==> src/hdl/pll_clock_pkg.sv <==
// constants, types and decode functions for the clock receiver and pll setup
package pll_clock_pkg;

    // ------------------------------------------------------------------
    // register offsets
    // ------------------------------------------------------------------
    localparam logic [7:0] ADDR_RX_CTRL    = 8'h08;
    localparam logic [7:0] ADDR_PLL_BAND   = 8'h0A;
    localparam logic [7:0] ADDR_PLL_LOOP   = 8'h0C;
    localparam logic [7:0] ADDR_PLL_DIV    = 8'h0D;
    localparam logic [7:0] ADDR_PLL_STATUS = 8'h0E;

    // ------------------------------------------------------------------
    // field positions
    // ------------------------------------------------------------------
    localparam int BIT_DCC_CONV = 7;
    localparam int BIT_DCC_REF  = 6;
    localparam int BIT_XC_CONV  = 5;
    localparam int BIT_XC_REF   = 4;
    localparam int BIT_PLL_EN   = 7;
    localparam int BIT_BAND_MAN = 6;
    localparam int BAND_LSB     = 0;
    localparam int BAND_W       = 6;
    localparam int LBW_LSB      = 6;
    localparam int LBW_W        = 2;
    localparam int CP_LSB       = 0;
    localparam int CP_W         = 5;
    localparam int CDIV_LSB     = 6;
    localparam int DIV_W        = 2;
    localparam int BIT_XPC      = 4;
    localparam int VDIV_LSB     = 2;
    localparam int BIT_LOCK     = 7;

    // implemented bits of each register; the rest read as zero
    localparam logic [7:0] MASK_RX   = 8'hF0;
    localparam logic [7:0] MASK_BAND = 8'hFF;
    localparam logic [7:0] MASK_LOOP = 8'hDF;
    localparam logic [7:0] MASK_DIV  = 8'hDC;

    // ------------------------------------------------------------------
    // reset values
    // ------------------------------------------------------------------
    localparam logic       RST_DCC_CONV  = 1'h0;
    localparam logic       RST_DCC_REF   = 1'h0;
    localparam logic       RST_XC_CONV   = 1'h1;
    localparam logic       RST_XC_REF    = 1'h1;
    localparam logic       RST_PLL_EN    = 1'h0;
    localparam logic       RST_BAND_MAN  = 1'h1;
    localparam logic [5:0] RST_BAND      = 6'h00;
    localparam logic [1:0] RST_LBW       = 2'h3;
    localparam logic [4:0] RST_CP        = 5'h11;
    localparam logic [1:0] RST_CDIV      = 2'h3;
    localparam logic       RST_XPC       = 1'h1;
    localparam logic [1:0] RST_VDIV      = 2'h2;
    localparam logic [2:0] RST_VCO_RATIO = 3'h4;

    typedef logic [1:0] div_code_type;

    // ------------------------------------------------------------------
    // divider decodes
    // ------------------------------------------------------------------
    function automatic logic [4:0] ctrl_div_ratio(input div_code_type code);
        unique case (code)
            2'h0: ctrl_div_ratio = 5'h02;
            2'h1: ctrl_div_ratio = 5'h04;
            2'h2: ctrl_div_ratio = 5'h08;
            2'h3: ctrl_div_ratio = 5'h10;
        endcase
    endfunction : ctrl_div_ratio

    function automatic logic [2:0] vco_div_ratio(input div_code_type code);
        unique case (code)
            2'h0: vco_div_ratio = 3'h1;
            2'h1: vco_div_ratio = 3'h2;
            2'h2: vco_div_ratio = 3'h4;
            2'h3: vco_div_ratio = 3'h4;
        endcase
    endfunction : vco_div_ratio

endpackage : pll_clock_pkg

==> src/hdl/pc_div_if.sv <==
// carrier between the register logic and the controller clock divider
`timescale 1ns/100ps
interface pc_div_if;
    import pll_clock_pkg::*;
    div_code_type divCode;
    logic         tick;
    modport ctrl (output divCode, input tick);
    modport div  (input divCode, output tick);
endinterface : pc_div_if

==> src/hdl/pc_clock_divider.sv <==
// controller clock divider: one-cycle enable every 2, 4, 8 or 16 cycles
`timescale 1ns/100ps
module pc_clock_divider (
    // clock and reset
    input  wire logic clk,
    input  wire logic rst,
    // divider code in, tick out
    pc_div_if.div     pcIf
);
    import pll_clock_pkg::*;

    logic [4:0] count;
    logic [4:0] terminal;

    // no 75 MHz guard here: software owns the code choice
    assign terminal = ctrl_div_ratio(pcIf.divCode) - 5'h01;

    // ------------------------------------------------------------------
    // counter
    // ------------------------------------------------------------------
    // >= lets a code that shrinks mid-count wrap at once, never stall
    always_ff @(posedge clk or posedge rst) begin
        if (rst) begin
            count     <= 5'h00;
            pcIf.tick <= 1'b0;
        end else if (count >= terminal) begin
            count     <= 5'h00;
            pcIf.tick <= 1'b1;
        end else begin
            count     <= count + 5'h01;
            pcIf.tick <= 1'b0;
        end
    end

    logic [4:0]   gap;
    logic         steady;
    logic         fresh;
    div_code_type prevCode;
    logic         codeChanged;

    assign codeChanged = pcIf.divCode != prevCode;

    // reset leaves the counter as a tick does, so gap restarts alike
    always_ff @(posedge clk or posedge rst) begin
        if (rst) begin
            gap      <= 5'h00;
            steady   <= 1'b0;
            fresh    <= 1'b1;
            prevCode <= RST_CDIV;
        end else begin
            gap      <= (pcIf.tick || fresh) ? 5'h00 : gap + 5'h01;
            steady   <= pcIf.tick | fresh | (steady & ~codeChanged);
            fresh    <= 1'b0;
            prevCode <= pcIf.divCode;
        end
    end
endmodule : pc_clock_divider

==> src/hdl/pll_clock_receiver_config.sv <==
// clock receiver and pll configuration registers with controller clock tick
// Function
// - bit 0x08.7 enables conversion clock duty correction
// - bit 0x08.6 enables reference clock duty correction
// - bit 0x08.5 enables conversion clock crossing correction
// - bit 0x08.4 enables reference clock crossing correction
// - bit 0x0A.7 turns pll on, reference clock
// - manual bit selects software band over automatic
// - bits 0x0A[5:0] hold manual band, reset zero
// - bits 0x0C[7:6] loop bandwidth, reset 11
// - bits 0x0C[4:0] charge pump current, reset 10001
// - bits 0x0D[7:6] divide controller clock by 2..16
// - bit 0x0D.4 enables cross-point controller, reset one
// - bits 0x0D[3:2] vco divider, reset 10, 00=1
// - vco divider 01 gives two, 10/11 four
// - status 0x0E.7 reports pll tracking reference
`timescale 1ns/100ps
module pll_clock_receiver_config (
    // clock and reset
    input  wire  logic       clk,
    input  wire  logic       rst,
    // register access from the serial port logic
    input  wire  logic [7:0] regAddr,
    input  wire  logic [7:0] regWrData,
    input  wire  logic       regWrite,
    input  wire  logic       regRead,
    output logic       [7:0] regRdData,
    output logic             regRdValid,
    // clock receivers
    output logic             dutyCorrConv,
    output logic             dutyCorrRef,
    output logic             crossCorrConv,
    output logic             crossCorrRef,
    // pll settings
    output logic             pllEnable,
    output logic             bandManual,
    output logic       [5:0] manualBand,
    output logic       [5:0] vcoBand,
    output logic       [1:0] loopBandwidth,
    output logic       [4:0] pumpCurrent,
    output pll_clock_pkg::div_code_type controllerClockDivider,
    output logic             crossCtrlEnable,
    output pll_clock_pkg::div_code_type vcoOutputDivider,
    output logic       [2:0] vcoRatio,
    output logic             pllControllerClockTick,
    // analog pll status pins
    input  wire  logic       pllLockedPin,
    input  wire  logic [5:0] autoBandPin
);
    import pll_clock_pkg::*;

    // ------------------------------------------------------------------
    // pin synchronisers
    // ------------------------------------------------------------------
    // band pins move only during calibration, so per-bit sync is accepted
    logic       lockMeta;
    logic       lockSync;
    logic [5:0] bandMeta;
    logic [5:0] autoBandSync;

    always_ff @(posedge clk or posedge rst) begin
        if (rst) begin
            lockMeta     <= 1'b0;
            lockSync     <= 1'b0;
            bandMeta     <= 6'h00;
            autoBandSync <= 6'h00;
        end else begin
            lockMeta     <= pllLockedPin;
            lockSync     <= lockMeta;
            bandMeta     <= autoBandPin;
            autoBandSync <= bandMeta;
        end
    end

    // ------------------------------------------------------------------
    // decode
    // ------------------------------------------------------------------
    wire wrRx   = regWrite && regAddr == ADDR_RX_CTRL;
    wire wrBand = regWrite && regAddr == ADDR_PLL_BAND;
    wire wrLoop = regWrite && regAddr == ADDR_PLL_LOOP;
    wire wrDiv  = regWrite && regAddr == ADDR_PLL_DIV;
    wire rdLoop = regRead && regAddr == ADDR_PLL_LOOP;
    wire mapped = regAddr == ADDR_RX_CTRL || regAddr == ADDR_PLL_BAND ||
                  regAddr == ADDR_PLL_LOOP || regAddr == ADDR_PLL_DIV ||
                  regAddr == ADDR_PLL_STATUS;

    wire [7:0] rdRx   = {dutyCorrConv, dutyCorrRef, crossCorrConv,
                         crossCorrRef, 4'h0};
    wire [7:0] rdBand = {pllEnable, bandManual, manualBand};
    wire [7:0] rdLp   = {loopBandwidth, 1'h0, pumpCurrent};
    wire [7:0] rdDiv  = {controllerClockDivider, 1'h0, crossCtrlEnable,
                         vcoOutputDivider, 2'h0};
    wire [7:0] rdStat = {lockSync, 7'h00};

    // unused positions are wired to zero above
    wire [7:0] rdMux = (regAddr == ADDR_RX_CTRL)    ? rdRx   :
                       (regAddr == ADDR_PLL_BAND)   ? rdBand :
                       (regAddr == ADDR_PLL_LOOP)   ? rdLp   :
                       (regAddr == ADDR_PLL_DIV)    ? rdDiv  :
                       (regAddr == ADDR_PLL_STATUS) ? rdStat : 8'h00;

    // ------------------------------------------------------------------
    // configuration registers
    // ------------------------------------------------------------------
    always_ff @(posedge clk or posedge rst) begin
        if (rst) begin
            dutyCorrConv  <= RST_DCC_CONV;
            dutyCorrRef   <= RST_DCC_REF;
            crossCorrConv <= RST_XC_CONV;
            crossCorrRef  <= RST_XC_REF;
        end else if (wrRx) begin
            dutyCorrConv  <= regWrData[BIT_DCC_CONV];
            dutyCorrRef   <= regWrData[BIT_DCC_REF];
            crossCorrConv <= regWrData[BIT_XC_CONV];
            crossCorrRef  <= regWrData[BIT_XC_REF];
        end
    end

    // pll reference is always the reference clock input when enabled
    always_ff @(posedge clk or posedge rst) begin
        if (rst) begin
            pllEnable  <= RST_PLL_EN;
            bandManual <= RST_BAND_MAN;
            manualBand <= RST_BAND;
        end else if (wrBand) begin
            pllEnable  <= regWrData[BIT_PLL_EN];
            bandManual <= regWrData[BIT_BAND_MAN];
            manualBand <= regWrData[BAND_LSB +: BAND_W];
        end
    end

    always_ff @(posedge clk or posedge rst) begin
        if (rst) begin
            loopBandwidth <= RST_LBW;
            pumpCurrent   <= RST_CP;
        end else if (wrLoop) begin
            loopBandwidth <= regWrData[LBW_LSB +: LBW_W];
            pumpCurrent   <= regWrData[CP_LSB +: CP_W];
        end
    end

    always_ff @(posedge clk or posedge rst) begin
        if (rst) begin
            controllerClockDivider <= RST_CDIV;
            crossCtrlEnable        <= RST_XPC;
            vcoOutputDivider       <= RST_VDIV;
        end else if (wrDiv) begin
            controllerClockDivider <= regWrData[CDIV_LSB +: DIV_W];
            crossCtrlEnable        <= regWrData[BIT_XPC];
            vcoOutputDivider       <= regWrData[VDIV_LSB +: DIV_W];
        end
    end

    // ------------------------------------------------------------------
    // derived outputs and read port
    // ------------------------------------------------------------------
    // automatic band only counts when software has not taken control
    always_ff @(posedge clk or posedge rst) begin
        if (rst) begin
            vcoBand    <= RST_BAND;
            vcoRatio   <= RST_VCO_RATIO;
            regRdData  <= 8'h00;
            regRdValid <= 1'b0;
        end else begin
            vcoBand    <= bandManual ? manualBand : autoBandSync;
            vcoRatio   <= vco_div_ratio(vcoOutputDivider);
            regRdData  <= regRead ? rdMux : 8'h00;
            regRdValid <= regRead;
        end
    end

    // ------------------------------------------------------------------
    // controller clock divider
    // ------------------------------------------------------------------
    pc_div_if pcIf ();

    assign pcIf.divCode           = controllerClockDivider;
    assign pllControllerClockTick = pcIf.tick;

    pc_clock_divider divider (
        .clk  (clk),
        .rst  (rst),
        .pcIf (pcIf.div)
    );

    // ------------------------------------------------------------------
    // checks
    // ------------------------------------------------------------------
    logic [7:0] wrDataQ;

    always_ff @(posedge clk or posedge rst) begin
        if (rst) begin
            wrDataQ <= 8'h00;
        end else begin
            wrDataQ <= regWrData;
        end
    end
endmodule : pll_clock_receiver_config

==> config.mk <==
export PLATFORM = sky130hd
export DESIGN_NAME = pll_clock_receiver_config
export DESIGN_NICKNAME = d
export VERILOG_FILES = /design/src/hdl/pll_clock_pkg.sv /design/src/hdl/pc_div_if.sv /design/src/hdl/pc_clock_divider.sv /design/src/hdl/pll_clock_receiver_config.sv
export SDC_FILE = /design/constraint.sdc
export NUM_CORES = 1
export LEC_CHECK = 0
export BUFFER_PORTS_ARGS = -buffer_cell sky130_fd_sc_hd__buf_2
export CAP_MARGIN = 20
export CORE_MARGIN = 5
export CORE_UTILIZATION = 30
export DETAILED_ROUTE_END_ITERATION = 7
export SLEW_MARGIN = 0
export SYNTH_ARGS = -nofsm -noshare
export SYNTH_HDL_FRONTEND = slang
export SYNTH_HIERARCHICAL = 1
export SYNTH_SLANG_ARGS = --single-unit
==> constraint.sdc <==
create_clock -name clk -period 1.75 [get_ports clk]
set_clock_uncertainty 0.2 [all_clocks]
set_input_delay 0.175 -clock clk [delete_from_list [all_inputs] [get_ports clk]]
set_output_delay 0.175 -clock clk [all_outputs]
set_load 0.005 [all_outputs]
Yosys cells after proc, flatten, opt, wreduce, memory -nomap -nowiden
Cells that the tools add are included.
{"block": "word_totals", "wordCells": 54, "out_inout_bits": 43, "in_bits": 27, "reg_bits": 62}
{"block": "op_classes", "n_addsub": 2, "magnitude_cmp": 1, "eq_ne": 11, "n_reduce_logical": 7, "muxes": 11}
{"operator": "8-bit 2-to-1 mux", "n": 6}
{"operator": "8-bit by 4-bit equality test with 1-bit output, second input constant", "n": 5}
{"operator": "5-bit case mux with 4 select lines", "n": 1}
{"operator": "3-bit case mux with 3 select lines", "n": 1}
{"operator": "2-bit equality test, second input constant", "n": 4}
{"operator": "6-bit 2-to-1 mux", "n": 1}
{"operator": "5-bit by 1-bit adder with 5-bit output, second input constant", "n": 1}
{"operator": "5-bit greater-or-equal comparator", "n": 1}
{"operator": "5-bit 2-to-1 mux", "n": 1}
{"operator": "5-bit by 1-bit subtractor with 5-bit output, second input constant", "n": 1}
{"operator": "2-bit by 1-bit equality test with 1-bit output, second input constant", "n": 2}
{"operator": "1-bit logical AND", "n": 4}
{"operator": "2-bit logical NOT", "n": 2}
{"operator": "2-bit OR reduction", "n": 1}
{"operator": "1-bit 2-to-1 mux", "n": 1}

Longest topological paths before layout
{"block": "logic_depth", "ltp_word": 7, "mapped_depth": 6, "mapped_depth_nobuf": 5}

By module
Netlist, hierarchy kept.
{"module": "pll_clock_receiver_config", "cells_each": 149, "area_per_inst_um2": 2154.6, "instances": 1}
{"module": "pc_clock_divider", "cells_each": 32, "area_per_inst_um2": 331.6, "instances": 1}

Least setup slack after synthesis
Ideal clock, no wire load.
{"block": "synth_timing", "path_type": "input -> register", "start": "input regAddr[6]", "end": "register pumpCurrent[1]", "required_ps": 1425, "t_arrival_ps": 1643, "setup_ps": 125, "setup_slack_ps": -218, "path_stages": 5, "cell_sequence": "or4b_4 nor3b_2 and3_1 buf_4 mux2_2"}
{"block": "synth_between", "elab_chain_cells": 2}
{"item": "from (decl)", "line": "pll_clock_receiver_config.sv:23", "rtl": "input wire logic [7:0] regAddr,"}
{"item": "8-bit by 4-bit equality test with 1-bit output", "line": "pll_clock_receiver_config.sv:80", "rtl": "wire wrLoop = regWrite && regAddr == ADDR_PLL_LOOP;"}
{"item": "1-bit logical AND", "line": "pll_clock_receiver_config.sv:80"}
{"item": "to (signal assigned)", "line": "pll_clock_receiver_config.sv:138", "rtl": "pumpCurrent <= regWrData[CP_LSB +: CP_W];"}
{"item": "to (decl)", "line": "pll_clock_receiver_config.sv:40", "rtl": "output logic [4:0] pumpCurrent,"}
Every way passes these cells.
A chain may end at the register's enable or synchronous reset.

Worst setup path in the final report
{"block": "layout_timing", "start": "input regAddr[4]", "end": "register loopBandwidth[1]"}
{"block": "layout_between", "elab_chain_cells": 2}
{"item": "8-bit by 4-bit equality test with 1-bit output", "line": "pll_clock_receiver_config.sv:80"}
{"item": "1-bit logical AND", "line": "pll_clock_receiver_config.sv:80"}
{"item": "to (signal assigned)", "line": "pll_clock_receiver_config.sv:137", "rtl": "loopBandwidth <= regWrData[LBW_LSB +: LBW_W];"}
{"item": "to (decl)", "line": "pll_clock_receiver_config.sv:39", "rtl": "output logic [1:0] loopBandwidth,"}
Every way passes these cells.

==> key figures <==
Routing
  • Detailed Routing Iterations Pass 1: 4
  • Via Count: 1,828
  • Met2 Routed Length: 2.94 mm
  • Final wirelength: a little over 6 mm
  • Post-route ant nets: 0
  • Drt first-iter violations: 41
  • Routed met3 length: around 390 um
  • Routed WL per cell: 15.2 um
  • Via density: 4.51
  • Met1 wire length: between 2 and 3 mm
  • # DRC: 0
  • Highest routing layer actually used: met4

Global route
  • First-pass GRT wire length: 10.0 mm
  • GRT Util Overall: 13.0%
  • Initial antenna violation count: 0
  • Vias in the first global route: 1,976
  • Largest net degree at the start of global routing: 57
  • Gr ovfl total: 0

Clock network
  • CTS Sinks: 62
  • Clk buf depth: 2
  • Worst-path clk slew: approximately 0.070 ns
  • Worst-Skew Late Latency: 0.33 ns
  • H-tree Lvls: 3
  • CTS tree: yes
  • CTS Buf Count: 9
  • Root buffer cell: clkbuf_8

Finish
  • Layout cell share with drive strength beyond 1: 54.0%
  • Final Net Count: 327
  • Area grow syn2layout: 45.6%
  • Number of inserted diodes: 0

Synth
  • Yosys synthesis warning count: 6
  • Async SR Flop Fraction: 100%
  • Cell Area, Synth: 0.00249 mm2
  • Sequential-to-total area share from yosys stat: around 63%
  • Top FF cell, synth: dfrtp_1
  • Flops & latches, synth: 62
  • Post-synth EDFFs: 0
  • Cell variety after synth: 40
  • Post-synth net total: 213
  • Post-Synthesis Cells: 181
  • Syn avg cell area: 13.7 um2

Place
  • GPL Wtd Cong: 0.805
  • Pre-CTS setup slack: -0.375 ns
  • Detailed placement HPWL: ~4.5 mm
  • IO buf count: 69

Worst setup path
  • Critical Path Source: regAddr[4]
  • Critical Path Fanout Max: 4
  • Critical Path AT: 1.81 ns
  • Reg-to-Reg Start: controllerClockDivider[1]
  • Worst setup path category: input pin to flip-flop
  • R2R depth: 5
  • CP Data Required Time: 1.81 ns
  • CP Capture Type: flip-flop
  • FF-to-FF setup slack: 0.08 ns
  • Startpoint types: input pin
  • RR Endpoint: divider/pcIf.tick

Run status
  • Status: finished clean

Worst hold path
  • Hold Startpoint: regWrite
  • Hold path depth: 3
  • Worst min path class: input pin to flip-flop
  • Hold Path End: dutyCorrConv

STA
  • Unrepaired setup endpoints after global routing: yes
  • Setup TNS: 0 ns
  • Setup ws final: approximately 0.00066 ns
  • Final Max Slew Viols: 0
  • Final min period: 1.75 ns
  • Setup-failing EPs final: 0
  • Hold Vio Cnt, Final: 0
  • Fin crit share: between 90% and 100%
  • Fmax: 572 MHz

Power
  • Sw Ratio: about a quarter
  • Worst vdd ir: 387 uV
  • Sequential share of power: 46.8%
  • Clock network fraction of total power: 39.0%
  • Internal power: 2.65 mW
  • Sw Pwr: 0.839 mW
  • PD cells: 964 mW/mm2
  • LEAKAGE: 1.76 nW
  • Combinational power share: 14.1%

Flow run
  • Max_cap viols: 0

Die
  • Height of the die: about 100 um
  • Core ar.: 0.00813 mm2
  • # rows: 33
  • Die Area: 0.0102 mm2
  • Die W: 101 um
  • Starting Density: 30.6%
  • Total I/O pin count: 70
## sequential cells by signal, indices dropped and copies added, names as in the netlist, 2 cells and up
signal and cells:
vcoOutputDivider 2, autoBandSync 6, divider/count 5, regRdData 8, vcoBand 6, bandMeta 6
vcoRatio 3, manualBand 6, loopBandwidth 2, pumpCurrent 5, controllerClockDivider 2
## routing by layer
layer  vias to the layer above  global-route usage [%]
met2                        47                    19.9
li1                        869                       -
met4                         0                    4.29
met3                         4                    5.05
met1                       908                    17.0
met5                         -                       0
## Yosys cell counts (2+ instances only)
cell type / number / area (um2)
a31oi_1: 2 / 12.5
o21ai_0: 2 / 10.0
nor2b_1: 3 / 18.8
clkbuf_1: 6 / 22.5
nor3b_1: 2 / 15.0
mux2_2: 30 / 338
nor3_1: 5 / 25.0
xor2_1: 2 / 17.5
nand3b_1: 2 / 15.0
nand2b_1: 2 / 12.5
a22oi_1: 2 / 15.0
a32oi_1: 2 / 17.5
dfrtp_1: 50 / 1250
or2_1: 2 / 12.5
and3_1: 2 / 12.5
a21oi_1: 4 / 20.0
and2_1: 2 / 12.5
nor4_1: 2 / 12.5
nand2_1: 5 / 18.8
ha_1: 5 / 62.6
nand3_1: 4 / 20.0
nor2_1: 7 / 26.3
inv_1: 8 / 30.0
dfstp_2: 12 / 315
a2111oi_0: 3 / 26.3
## worst max path at each step
| stage | slack [ns] | to | depth (start not counted) |
|---|---|---|---|
| final | 0.0007 | loopBandwidth[1] | 6 |
| after detailed placement | -0.38 | pumpCurrent[2] | 6 |
| after global placement | -0.32 | pumpCurrent[3] | 6 |
| after global routing | -0.02 | pumpCurrent[3] | 6 |
| after floorplan | -0.20 | regRdData[4] | 4 |
| after CTS | 0.002 | divider/pcIf.tick | 5 |
## final cells by class
class / count / area, um2
Inverter: 8 / 30.0
Clock buffer: 12 / 145
Tap cell: 105 / 131
Multi-Input combinational cell: 103 / 947
Sequential cell: 62 / 1570
Clock inverter: 4 / 70.1
Fill cell: 753 / 4510
Timing Repair Buffer: 111 / 729
## cell families (layout without fill, tap and decap cells)
family	count (synthesis)	in the layout	synth area share, %
buffers and inverters	16	135	2.62
muxes	31	31	14.0
DFF	62	62	63.0
other	1	1	0.151
AOI/OAI and AO/OA	20	20	5.84
and+or+nand+nor	43	43	10.8
adders and majority gates	5	5	2.52
xor gates and xnor gates	3	3	1.06
## power groups by stage
stage / clock network, mW / registers [mW] / logic, mW
CTS: 1.41 / 1.63 / 0.452
floorplan: 0 / 1.64 / 0.251
global route: 1.48 / 1.65 / 0.558
finish: 1.36 / 1.63 / 0.494
global placement: 0 / 1.65 / 0.410
detailed placement: 0 / 1.66 / 0.419
## repair_timing
item,4_1_cts,5_1_grt
resized for setup,1,10
hold buffers,17,0
hold endpoints to repair,98,0
setup endpoints to repair,4,16
buffers inserted,0,1
pin swaps,0,5
## cell usage in the layout (no fill, tap or decap), drive strengths merged, types with 2 or more instances in the layout
| master | netlist | layout |
|---|---|---|
| buf | 2 | 94 |
| and2 | 2 | 2 |
| a32oi | 2 | 2 |
| xor2 | 2 | 2 |
| mux2 | 30 | 30 |
| a21oi | 5 | 5 |
| dlygate4sd3 | 0 | 17 |
| a2111oi | 3 | 3 |
| a31oi | 2 | 2 |
| nor3b | 3 | 3 |
| inv | 8 | 8 |
| clkinv | 0 | 2 |
| nor2b | 3 | 3 |
| ha | 5 | 5 |
| nor2 | 7 | 7 |
| bufinv | 0 | 2 |
| nand3b | 2 | 2 |
| and3 | 2 | 2 |
| nand2b | 2 | 2 |
| nand3 | 4 | 4 |
| o21ai | 2 | 2 |
| a22oi | 2 | 2 |
| dfrtp | 50 | 50 |
| nand2 | 5 | 5 |
| or2 | 2 | 2 |
| clkbuf | 6 | 12 |
| dfstp | 12 | 12 |
| nor4 | 2 | 2 |
| nor3 | 5 | 5 |
## critical path, stage by stage
cell,delay [ns]
buf_6,0.09
or4b_4,0.57
nor3b_4,0.27
and3_4,0.25
buf_4,0.14
mux2_4,0.30
## through the flow
| stage | power [mW] | utilization (%) | cell area [um2] | std cells | hold WS [ns] |
|---|---|---|---|---|---|
| 3_3_place_gp | 2.06 | 39.0 | 3170 | 371 | -0.0834 |
| 6_report | 3.49 | 44.5 | 3620 | 405 | 0.0765 |
| 3_5_place_dp | 2.07 | 39.0 | 3170 | 371 | -0.0721 |
| 2_1_floorplan | 1.89 | - | 2550 | 181 | -0.234 |
| 5_1_grt | 3.68 | 44.5 | 3620 | 405 | 0.0655 |
| 4_1_cts | 3.49 | 43.8 | 3560 | 404 | 0.0476 |
No activity file was read; power rests on OpenSTA's default activity.
